`src/tmr16_defines.vh`:
```
// Purpose: Shared constants of the 16-bit interval match timer
// Assumes: 8-bit register port, one clock domain
// Notes:   Byte addresses, control fields, reset values and encodings
`ifndef TMR16_DEFINES_VH
`define TMR16_DEFINES_VH

// Register addresses
`define TMR16_ADDR_CTRL     8'hF1
`define TMR16_ADDR_CNT_HI   8'hF2
`define TMR16_ADDR_CNT_LO   8'hF3
`define TMR16_ADDR_REF_HI   8'hF4
`define TMR16_ADDR_REF_LO   8'hF5

// Control register fields
`define TMR16_CTRL_PEND     0
`define TMR16_CTRL_IE       1
`define TMR16_CTRL_RUN      2
`define TMR16_CTRL_CLR      3
`define TMR16_CTRL_SEL_LO   4
`define TMR16_CTRL_SEL_HI   6

// Reset values
`define TMR16_CTRL_RST      8'h00
`define TMR16_REF_RST       16'hFFFF

// Clock source codes
`define TMR16_SEL_CARRIER   3'h0
`define TMR16_SEL_DIV256    3'h1
`define TMR16_SEL_DIV64     3'h2
`define TMR16_SEL_DIV8      3'h3
`define TMR16_SEL_DIV1      3'h4

// Interrupt identity
`define TMR16_IRQ_VECTOR    8'hE6
`define TMR16_IRQ_LEVEL     3'h2

`endif

```
`src/tmr16_clk_sel.v`:
```
// Purpose: Prescaler and clock source selector for the interval timer
// Assumes: carrier_flipflop_out is synchronous to clk
// Notes:   Emits a one-cycle tick per period of the chosen source
`timescale 1ns/1ps
`include "tmr16_defines.vh"

module tmr16_clk_sel #(
	parameter PRE_W = 8
) (
	// Clock and reset
	input  wire       clk,
	input  wire       sys_rst,
	// Source choice
	input  wire [2:0] clk_sel,
	input  wire       carrier_flipflop_out,
	// Counting tick
	output reg        tick
);

	reg [PRE_W-1:0] prescale_r;
	reg             carrier_d_r;

	// Tick when the low n prescaler bits are all ones
	function ones_low;
		input [PRE_W-1:0] v;
		input integer     n;
		integer           i;
		begin
			ones_low = 1'b1;
			for (i = 0; i < PRE_W; i = i + 1) begin
				if (i < n && !v[i])
					ones_low = 1'b0;
			end
		end
	endfunction

	// Free-running prescaler and carrier edge history
	always @(posedge clk or posedge sys_rst) begin
		if (sys_rst) begin
			prescale_r  <= {PRE_W{1'b0}};
			carrier_d_r <= 1'b0;
		end else begin
			prescale_r  <= prescale_r + {{(PRE_W-1){1'b0}}, 1'b1};
			carrier_d_r <= carrier_flipflop_out;
		end
	end

	// Source multiplexer; unused codes give no tick
	always @* begin
		case (clk_sel)
		`TMR16_SEL_CARRIER: tick = carrier_flipflop_out & ~carrier_d_r;
		`TMR16_SEL_DIV256:  tick = ones_low(prescale_r, 8);
		`TMR16_SEL_DIV64:   tick = ones_low(prescale_r, 6);
		`TMR16_SEL_DIV8:    tick = ones_low(prescale_r, 3);
		`TMR16_SEL_DIV1:    tick = 1'b1;
		default:            tick = 1'b0;
		endcase
	end

endmodule

```
`src/tmr16_interval.v`:
```
// Purpose: 16-bit interval timer with reference match and pending bit
// Assumes: Register port strobes are single-cycle and synchronous
// Notes:   Counter and reference are reached as high and low bytes
`timescale 1ns/1ps
`include "tmr16_defines.vh"

module tmr16_interval #(
	parameter PRE_W = 8
) (
	// Clock and reset
	input  wire       clk,
	input  wire       sys_rst,
	// Register port
	input  wire [7:0] reg_addr,
	input  wire [7:0] reg_wdata,
	input  wire       reg_we,
	input  wire       reg_re,
	output reg  [7:0] reg_rdata_r,
	// Carrier timer
	input  wire       carrier_flipflop_out,
	// Interrupt
	input  wire       irq_ack,
	output reg        match_irq_r,
	output reg  [2:0] irq_level_r,
	output reg  [7:0] irq_vector_r
);

	// Timing overview:
	// A read samples state as it stands before a write on the same edge.
	// The counter steps only on a tick of the chosen source while running.
	// A match both zeroes the counter and sets pending on that same edge.
	// A clear write beats a match for the counter, but pending still sets.
	// Pending set by a match beats both an acknowledge and a software clear.
	// The prescaler is free running and is never restarted by writes.

	// Control, counter and reference storage
	reg  [7:0]  ctrl_r;
	reg  [15:0] count_r;
	wire [15:0] ref_r;
	reg  [7:0]  ctrl_nxt;
	reg  [15:0] count_nxt;
	reg  [7:0]  rd_nxt;
	reg         irq_nxt;

	// Decoded strobes and status
	wire        tick;
	wire        running;
	wire        pend;
	wire        step;
	wire        match;
	wire        wr_ctrl;
	wire        clr_req;
	wire [2:0]  clk_sel;
	wire [1:0]  wr_ref_byte;
	wire [15:0] count_inc;

	// Reference reset value, sliced per byte lane
	localparam [15:0] REF_RST = `TMR16_REF_RST;

	// One-byte address compare; shared by every write decode
	function addr_hit;
		input [7:0] addr;
		input [7:0] target;
		begin
			addr_hit = (addr == target);
		end
	endfunction

	// Stored control image; bit 3 is a strobe and bit 7 is unused
	function [7:0] ctrl_image;
		input [7:0] wdata;
		begin
			ctrl_image = wdata & 8'h77;
		end
	endfunction

	// Control fields
	assign clk_sel = ctrl_r[`TMR16_CTRL_SEL_HI:`TMR16_CTRL_SEL_LO];
	assign running = ctrl_r[`TMR16_CTRL_RUN];
	assign pend    = ctrl_r[`TMR16_CTRL_PEND];

	// Write strobes, one per writable location
	assign wr_ctrl        = reg_we && addr_hit(reg_addr, `TMR16_ADDR_CTRL);
	assign wr_ref_byte[1] = reg_we && addr_hit(reg_addr, `TMR16_ADDR_REF_HI);
	assign wr_ref_byte[0] = reg_we && addr_hit(reg_addr, `TMR16_ADDR_REF_LO);
	// Counter clear strobe: bit 3 of a control write, never stored
	assign clr_req        = wr_ctrl && reg_wdata[`TMR16_CTRL_CLR];

	// A counting step is a tick of the chosen source while running
	assign step      = running && tick;
	assign count_inc = count_r + 16'h0001;
	// Comparator sampled only on a step, so a held count cannot retrigger
	assign match     = step && (count_r == ref_r);

	// Source selection and prescaler; carrier edges and divided clock feed one tick
	tmr16_clk_sel #(
		.PRE_W (PRE_W)
	) u_clk_sel (
		.clk                  (clk),
		.sys_rst              (sys_rst),
		.clk_sel              (clk_sel),
		.carrier_flipflop_out (carrier_flipflop_out),
		.tick                 (tick)
	);

	// Control next value; clear bit never stores, a match beats any clear of pending
	always @* begin
		ctrl_nxt = ctrl_r;
		if (wr_ctrl)
			ctrl_nxt = ctrl_image(reg_wdata);
		if (irq_ack)
			ctrl_nxt[`TMR16_CTRL_PEND] = 1'b0;
		if (match)
			ctrl_nxt[`TMR16_CTRL_PEND] = 1'b1;
		else if (wr_ctrl && !irq_ack)
			ctrl_nxt[`TMR16_CTRL_PEND] = reg_wdata[`TMR16_CTRL_PEND] & pend;
	end

	// Counter next value; a clear write wins over a match in the same cycle
	always @* begin
		count_nxt = count_r;
		if (clr_req)
			count_nxt = 16'h0000;
		else if (match)
			count_nxt = 16'h0000;
		else if (step)
			count_nxt = count_inc;
	end

	// Request follows the next pending bit, gated by enable and run
	always @* begin
		irq_nxt = ctrl_nxt[`TMR16_CTRL_PEND] & ctrl_nxt[`TMR16_CTRL_IE] & ctrl_nxt[`TMR16_CTRL_RUN];
	end

	// Read multiplexer; unmapped addresses read zero
	always @* begin
		case (reg_addr)
		`TMR16_ADDR_CTRL:   rd_nxt = ctrl_r;
		`TMR16_ADDR_CNT_HI: rd_nxt = count_r[15:8];
		`TMR16_ADDR_CNT_LO: rd_nxt = count_r[7:0];
		`TMR16_ADDR_REF_HI: rd_nxt = ref_r[15:8];
		`TMR16_ADDR_REF_LO: rd_nxt = ref_r[7:0];
		default:            rd_nxt = 8'h00;
		endcase
	end

	// Control register
	always @(posedge clk or posedge sys_rst) begin
		if (sys_rst)
			ctrl_r <= `TMR16_CTRL_RST;
		else
			ctrl_r <= ctrl_nxt;
	end

	// Counter register
	always @(posedge clk or posedge sys_rst) begin
		if (sys_rst)
			count_r <= 16'h0000;
		else
			count_r <= count_nxt;
	end

	// Reference bytes share one write pattern, one lane per byte
	genvar lane;
	generate
		for (lane = 0; lane < 2; lane = lane + 1) begin : g_ref_lane
			reg [7:0] byte_r;
			always @(posedge clk or posedge sys_rst) begin
				if (sys_rst)
					byte_r <= REF_RST[lane*8 +: 8];
				else if (wr_ref_byte[lane])
					byte_r <= reg_wdata;
			end
			assign ref_r[lane*8 +: 8] = byte_r;
		end
	endgenerate

	// Read data register; holds until the next read strobe
	always @(posedge clk or posedge sys_rst) begin
		if (sys_rst)
			reg_rdata_r <= 8'h00;
		else if (reg_re)
			reg_rdata_r <= rd_nxt;
	end

	// Interrupt request register
	always @(posedge clk or posedge sys_rst) begin
		if (sys_rst)
			match_irq_r <= 1'b0;
		else
			match_irq_r <= irq_nxt;
	end

	// Fixed level and vector, presented once reset is released
	always @(posedge clk or posedge sys_rst) begin
		if (sys_rst) begin
			irq_level_r  <= 3'h0;
			irq_vector_r <= 8'h00;
		end else begin
			irq_level_r  <= `TMR16_IRQ_LEVEL;
			irq_vector_r <= `TMR16_IRQ_VECTOR;
		end
	end

endmodule

```
`config.mk`:
```
export PLATFORM = sky130hd
export DESIGN_NAME = tmr16_interval
export DESIGN_NICKNAME = d
export VERILOG_FILES = /design/src/tmr16_clk_sel.v /design/src/tmr16_interval.v
export VERILOG_INCLUDE_DIRS = /design/src
export SDC_FILE = /design/constraint.sdc
export NUM_CORES = 1
export LEC_CHECK = 0
export BUFFER_PORTS_ARGS = -buffer_cell sky130_fd_sc_hd__buf_2
export CAP_MARGIN = 20
export CORE_MARGIN = 2
export CORE_UTILIZATION = 60
export DETAILED_ROUTE_END_ITERATION = 7
export GPL_ROUTABILITY_DRIVEN = 0
export MAX_ROUTING_LAYER = met4
export PLACE_DENSITY = 0.83
export SETUP_SLACK_MARGIN = 0.05
export SYNTH_ARGS = -nofsm -noshare
export SYNTH_HDL_FRONTEND = slang
export SYNTH_HIERARCHICAL = 1
export SYNTH_SLANG_ARGS = --single-unit
```
`constraint.sdc`:
```
create_clock -name clk -period 4.03 [get_ports clk]
set_clock_uncertainty 0.2 [all_clocks]
set_input_delay 0.403 -clock clk [delete_from_list [all_inputs] [get_ports clk]]
set_output_delay 0.403 -clock clk [all_outputs]
set_load 0.005 [all_outputs]
```
### Word level (Yosys, flattened, before mapping)

Index checks and enable logic that the tools add are counted.

* register bits: 58
* bits of input ports: 22
* output and inout bits: 20
* logic and storage cells: 55

* add/subtract/negate cells: 2
* equality and inequality tests: 10
* mux-type cells: 17
* bitwise operators: 5
* reductions and logical operators: 10

Operator list (number)
* 16-bit 2-to-1 mux: 3
* 8-bit == test (second input constant): 5
* 8-bit one-hot mux with 5 select lines: 1
* 16-bit by 1-bit adder with 16-bit output (second input constant): 1
* 16-bit == test: 1
* 1-bit 2-to-1 mux: 11
* 8-bit by 1-bit adder with 8-bit output (second input constant): 1
* 1-bit logical AND: 7
* 3-bit by 2-bit == test with 1-bit output (second input constant): 2
* 1-bit one-hot mux with 5 select lines: 1
* 1-bit bitwise AND: 4
* 3-bit by 1-bit == test with 1-bit output (second input constant): 1
* 3-bit == test (second input constant): 1
* 3-bit zero test: 1
* 3-bit 2-to-1 mux: 1
* 3-bit nonzero test: 1
* 1-bit zero test: 1
* 1-bit inverter: 1

### Logic depth before layout (Yosys ltp)

* word-level depth: 14
* depth in mapped cells: 10
* depth with buffers taken out: 8

### Modules after synthesis

The synthesis kept the hierarchy.

By module, submodules not included
* tmr16_interval: times used 1, cells each 256, area each 2735.1 µm², sequential area each 1221.2 µm²
* tmr16_clk_sel: times used 1, cells each 34, area each 400.4 µm², sequential area each 225.2 µm²

### Least setup slack after synthesis

Ideal clock, no wire load.

* path type: register -> register
* start: register u_clk_sel.prescale_r[0]
* end: register count_r[8]
* library setup time: 0.120 ns
* arrival: 1.797 ns
* slack: 1.913 ns
* stages on the path, launching flop included: 11
* path buffers: 2
* clock period less this slack: 2.117 ns
* path through: dfrtp_1 -> ha_1 -> ha_1 -> o211ai_1 -> o21ai_1 -> and2_1 -> clkbuf_1 -> buf_2 -> o211ai_1 -> xor2_1 -> nor2_1

* longest elaborated chain between the ends: 13

Ends and longest elaborated chain
* start: declaration: line tmr16_clk_sel.v:20 `reg [PRE_W-1:0] prescale_r;`
* start signal: assignment: line tmr16_clk_sel.v:40 `prescale_r <= {PRE_W{1'b0}};`
* start signal: assignment: line tmr16_clk_sel.v:43 `prescale_r <= prescale_r + {{(PRE_W-1){1'b0}}, 1'b1};`
* 1-bit 2-to-1 mux (*) (3 in series): line tmr16_clk_sel.v:31 `if (i < n && !v[i])`
* 1-bit 2-to-1 mux (5 in series): line tmr16_clk_sel.v:31
* 1-bit one-hot mux with 5 select lines (*): line tmr16_clk_sel.v:50 `case (clk_sel)`
* named net tick: line tmr16_interval.v:46 `wire tick;`
* 1-bit logical AND (*): line tmr16_interval.v:90 `assign step = running && tick;`
* 1-bit logical AND: line tmr16_interval.v:93 `assign match = step && (count_r == ref_r);`
* 16-bit 2-to-1 mux: line tmr16_interval.v:124 `else if (match)`
* 16-bit 2-to-1 mux: line tmr16_interval.v:122 `if (clr_req)`
* end signal: assignment: line tmr16_interval.v:160 `count_r <= count_nxt;`
* end: declaration: line tmr16_interval.v:38 `reg [15:0] count_r;`

The timed path passes the listed nets; every way through them passes the cells marked *.
A chain may end at the register's enable or synchronous reset.

### Worst setup path after layout

* start: input port carrier_flipflop_out
* end: register count_r[10]

* longest elaborated chain between the ends: 6

Ends and longest elaborated chain
* start: declaration: line tmr16_interval.v:20 `input wire carrier_flipflop_out,`
* 1-bit bitwise AND (*): line tmr16_clk_sel.v:51 `` `TMR16_SEL_CARRIER: tick = carrier_flipflop_out & ~carrier_d_r; ``
* 1-bit one-hot mux with 5 select lines (*): line tmr16_clk_sel.v:50
* named net tick: line tmr16_interval.v:46
* 1-bit logical AND (*): line tmr16_interval.v:90
* 1-bit logical AND: line tmr16_interval.v:93
* 16-bit 2-to-1 mux: line tmr16_interval.v:124
* 16-bit 2-to-1 mux: line tmr16_interval.v:122

Marks and branches as above.

==> results.md <==
- Hold Crit Depth: 2
- Slowest CP cell: dlygate4sd3_1
- Crit path required time: just over 4 ns
- Worst setup margin: 1.558 ns
- TNS Setup: 0 ns
- Combinational power share: 8.2%
- CTS Buf Count: 9
- Switching power total: 0.3097 mW
- Max-cap violations: 0
- Pwr Total: about 1.3 mW
- Fin. Hold Viols: 0
- Hold endpoint: g_ref_lane[0].byte_r[7]$_DFFE_PP1P_
- Min-delay src: reg_wdata[7]
- Relative slew slack: between 40% and 50%
- Critical path cell sequence: dlygate4sd3_1 -> buf_2 -> nor2b_1 -> o21ai_0 -> o21ai_1 -> and2_1 -> nor2_1 -> or3_1 -> a21oi_1
- Final instance area: 3542 sq um
- EDFF count, synth: 0
- Internal power: 1.009 mW
- Final Critical Period: 2.472 ns
- Total number of vias: 2253
- Sequential Power Share: 47.1%
- Placement Cell Area: 3281 sq um
- WL/cell: 16.57 microns
- Crit. End Element: register
- Initial Util: about three fifths
- Clock transition at path regs: 0.07 ns
- CP peak stage delay: around 0.53 ns
- Num rows: 26
- 1st-iter DRT viols: 111
- Worst R2R Setup Slack: 1.58 ns
- Residual DRC: 0
- Slew of the pin with the lowest slew margin: roughly 0.89 ns
- Layout Area Growth over Synthesis: 12.97%
- Sequential Area: 1446 sq um
- Clock power share: 44.8%
- # Post-CTS Setup Buffers: 0
- Cell area after synthesis: 3136 sq um
- Fin util: 69.80%
- Ant diodes: 0
- Hold Crit Class: in2reg
- Leak pwr: 1.625 nW
- Clk buf depth: 2
- Root Driver: clkbuf_8
- CP Buf/Inv Count: 2
- ANT nets after route: 0
- Avg Vias per Cell: roughly 5.7
- Worst flop-to-flop path startpoint: u_clk_sel/prescale_r[0]$_DFF_PP0_
- Io pins: 42
- Port Buffers: 36
- Final net count: around 350
- Total grt overflow: 0
- Multi-input gate area: 1518 sq um
- Leading register cell type out of synthesis: dfrtp_1
- Fin. max-slew vios: 0
- Fillers: 404
- Crit path max fanout: 16
- Maximum VDD drop: 0.0003362 V
- Die Width: 76.29 microns
- PwrDens: 372.4 nW/um^2
- Vias in the first global route: 2208
- H-tree depth: 3
- Yosys reg bits: 57
- Startpoint type of the worst setup path: primary input
- CTS sink count: between 50 and 60
- Ys async rst share: 100.0%
- Critical path class: in2reg
- Drt first pass iters: 6
- Share of cells above drive strength 1: 32.52%
- Yosys warnings: 6
- R2r worst-path depth: 8
- First-pass GRT wire length: around 11000 microns
- Sequential share of the synthesized area: 46.13%
- WP data arrival: 2.53 ns
- Drt total wl: between 6000 and 7000 microns
- Clock Latency Late Sink: 0.34 ns
- Post-synthesis instance total: 290
- Switching Share: a little under a quarter
- Count of cell types in the netlist: 48
- R2R Path End: count_r[10]$_DFFE_PP0P_
- Delay-heaviest family, CP: simple AND/OR/NAND/NOR gates
- Pin count of the biggest net entering global routing: roughly 50
- Pre-CTS WS: 1.443 ns
- Final setup fails: 0
- Die area: 5820 sq um
- Die Ht: ~76 microns
- Outcome: complete, no violations
- CTS tree: yes
- DP Wirelength: about 4700 microns
- Global Route Usage Sum: about a quarter
- Fmax: between 400 and 500 MHz
- RSZ-0062 raised after global routing: no
- Final period util: 61.33%
- Core area: 5075 sq um
- Initial antenna violation count: 0
- Syn Area/Cell: between 10 and 15 sq um
==> how the worst max path moves through the flow <==
| stage | depth (start not counted) | endpoint | from | slack (ns) |
|---|---|---|---|---|
| after CTS | 8 | count_r[10]$_DFFE_PP0P_ | u_clk_sel/prescale_r[0]$_DFF_PP0_ | 1.59 |
| final | 9 | count_r[10]$_DFFE_PP0P_ | carrier_flipflop_out | 1.56 |
| after detailed placement | 6 | count_r[10]$_DFFE_PP0P_ | reg_addr[0] | 1.44 |
| after floorplan | 10 | count_r[8]$_DFFE_PP0P_ | u_clk_sel/prescale_r[0]$_DFF_PP0_ | 1.91 |
| after global placement | 6 | count_r[10]$_DFFE_PP0P_ | reg_addr[0] | 1.53 |
| after global routing | 8 | count_r[10]$_DFFE_PP0P_ | u_clk_sel/prescale_r[0]$_DFF_PP0_ | 1.37 |
==> flip-flops by register name (all words and copies together), names as in the netlist <==
register / cells
count_r: 16
ctrl_r: 6
g_ref_lane.byte_r: 16
irq_level_r: 1
match_irq_r: 1
reg_rdata_r: 8
u_clk_sel/carrier_d_r: 1
u_clk_sel/prescale_r: 8
==> placed cells by master, fill, tap and decap left out, drive strengths merged, types with 3 or more instances in the layout <==
cell type / synthesis / layout
o22ai: 4 / 4
mux2i: 6 / 6
nor4b: 3 / 3
o21ai: 10 / 10
buf: 21 / 37
clkbuf: 2 / 11
a211o: 5 / 5
nand3: 8 / 8
xnor2: 13 / 13
nor2: 28 / 28
conb: 2 / 6
a221oi: 5 / 5
a22oi: 4 / 4
o2111ai: 6 / 6
nor2b: 4 / 4
nand4: 7 / 7
ha: 3 / 3
nand2: 13 / 13
a21oi: 6 / 6
dfrtp: 41 / 41
o211ai: 3 / 3
xor2: 22 / 22
inv: 13 / 13
and3: 5 / 5
mux2: 25 / 25
dfstp: 16 / 16
==> layout make-up <==
class	count	share of cell area, %
tap	70	2.473
inverter	13	1.378
sequential	57	40.83
multi-input combinational	201	42.85
clock inverter	5	2.261
timing repair buffer	39	6.217
clock buffer	11	3.992
==> metrics by stage <==
stage | cells | hold slack, ns
after global placement | 377 | 0.1828
after floorplan | 294 | 0.03092
after global routing | 396 | 0.1128
after CTS | 395 | 0.1154
final | 396 | 0.1178
after detailed placement | 377 | 0.1878
==> worst register-to-register path, cell delays in order (launching register included) <==
cell and delay, ns:
dfrtp_1 0.38, ha_1 0.20, ha_1 0.15, o211ai_1 0.08, o21ai_1 0.21, and2_1 0.50
nor2_1 0.12, or3_1 0.38, a21oi_1 0.15
==> what timing repair did <==
action | 4_1_cts | 5_1_grt
endpoints found under the hold margin | 10 | 0
hold buffers | 2 | 0
resized for setup | 0 | 0
==> power by group through the flow <==
stage               logic (mW)  registers (mW)  clock network [mW]
floorplan               0.0803           0.623                   0
global placement         0.100           0.629                   0
detailed placement       0.104           0.630                   0
CTS                      0.105           0.620               0.595
global route             0.120           0.623               0.625
finish                   0.108           0.621               0.590
==> routing by layer <==
layer | global-route usage (%) | share of wire [%] | up-vias
met5 | - | 0 | -
met1 | 32.91 | 44 | 1106
met3 | 6.517 | 5.0 | 10
met2 | 38.41 | 50 | 59
met4 | 7.273 | 1.2 | 0
li1 | - | - | 1078
==> synthesized netlist by cell type (all sizes together) (3+ instances only) <==
| cell | count | area, sq um |
|---|---|---|
| o2111ai | 6 | 52.55 |
| a221oi | 5 | 43.79 |
| dfstp | 16 | 420.4 |
| o21ai | 10 | 50.04 |
| xnor2 | 13 | 113.9 |
| ha | 3 | 37.54 |
| a211o | 5 | 43.79 |
| a22oi | 4 | 30.03 |
| and3 | 5 | 32.53 |
| nor2 | 28 | 120.1 |
| dfrtp | 41 | 1026 |
| buf | 21 | 130.1 |
| o211ai | 3 | 22.52 |
| xor2 | 22 | 192.7 |
| nand2 | 13 | 48.80 |
| a21oi | 6 | 30.03 |
| mux2i | 6 | 60.06 |
| nand3 | 8 | 50.05 |
| mux2 | 25 | 281.5 |
| inv | 13 | 48.80 |
| nor2b | 4 | 25.02 |
| nand4 | 7 | 58.81 |
| nor4b | 3 | 47.54 |
| o22ai | 4 | 25.02 |
==> logic make-up after synthesis <==
group	Yosys count	share of synthesized area, %
buf+inv	36	5.946
other cells	2	0.2395
flops	57	46.13
compound gates	47	10.81
xor+xnor	35	9.776
mux	31	10.89
fa+ha+maj	3	1.197
simple gates	79	15.00
Note: power is estimated with default switching activity, not from simulation.
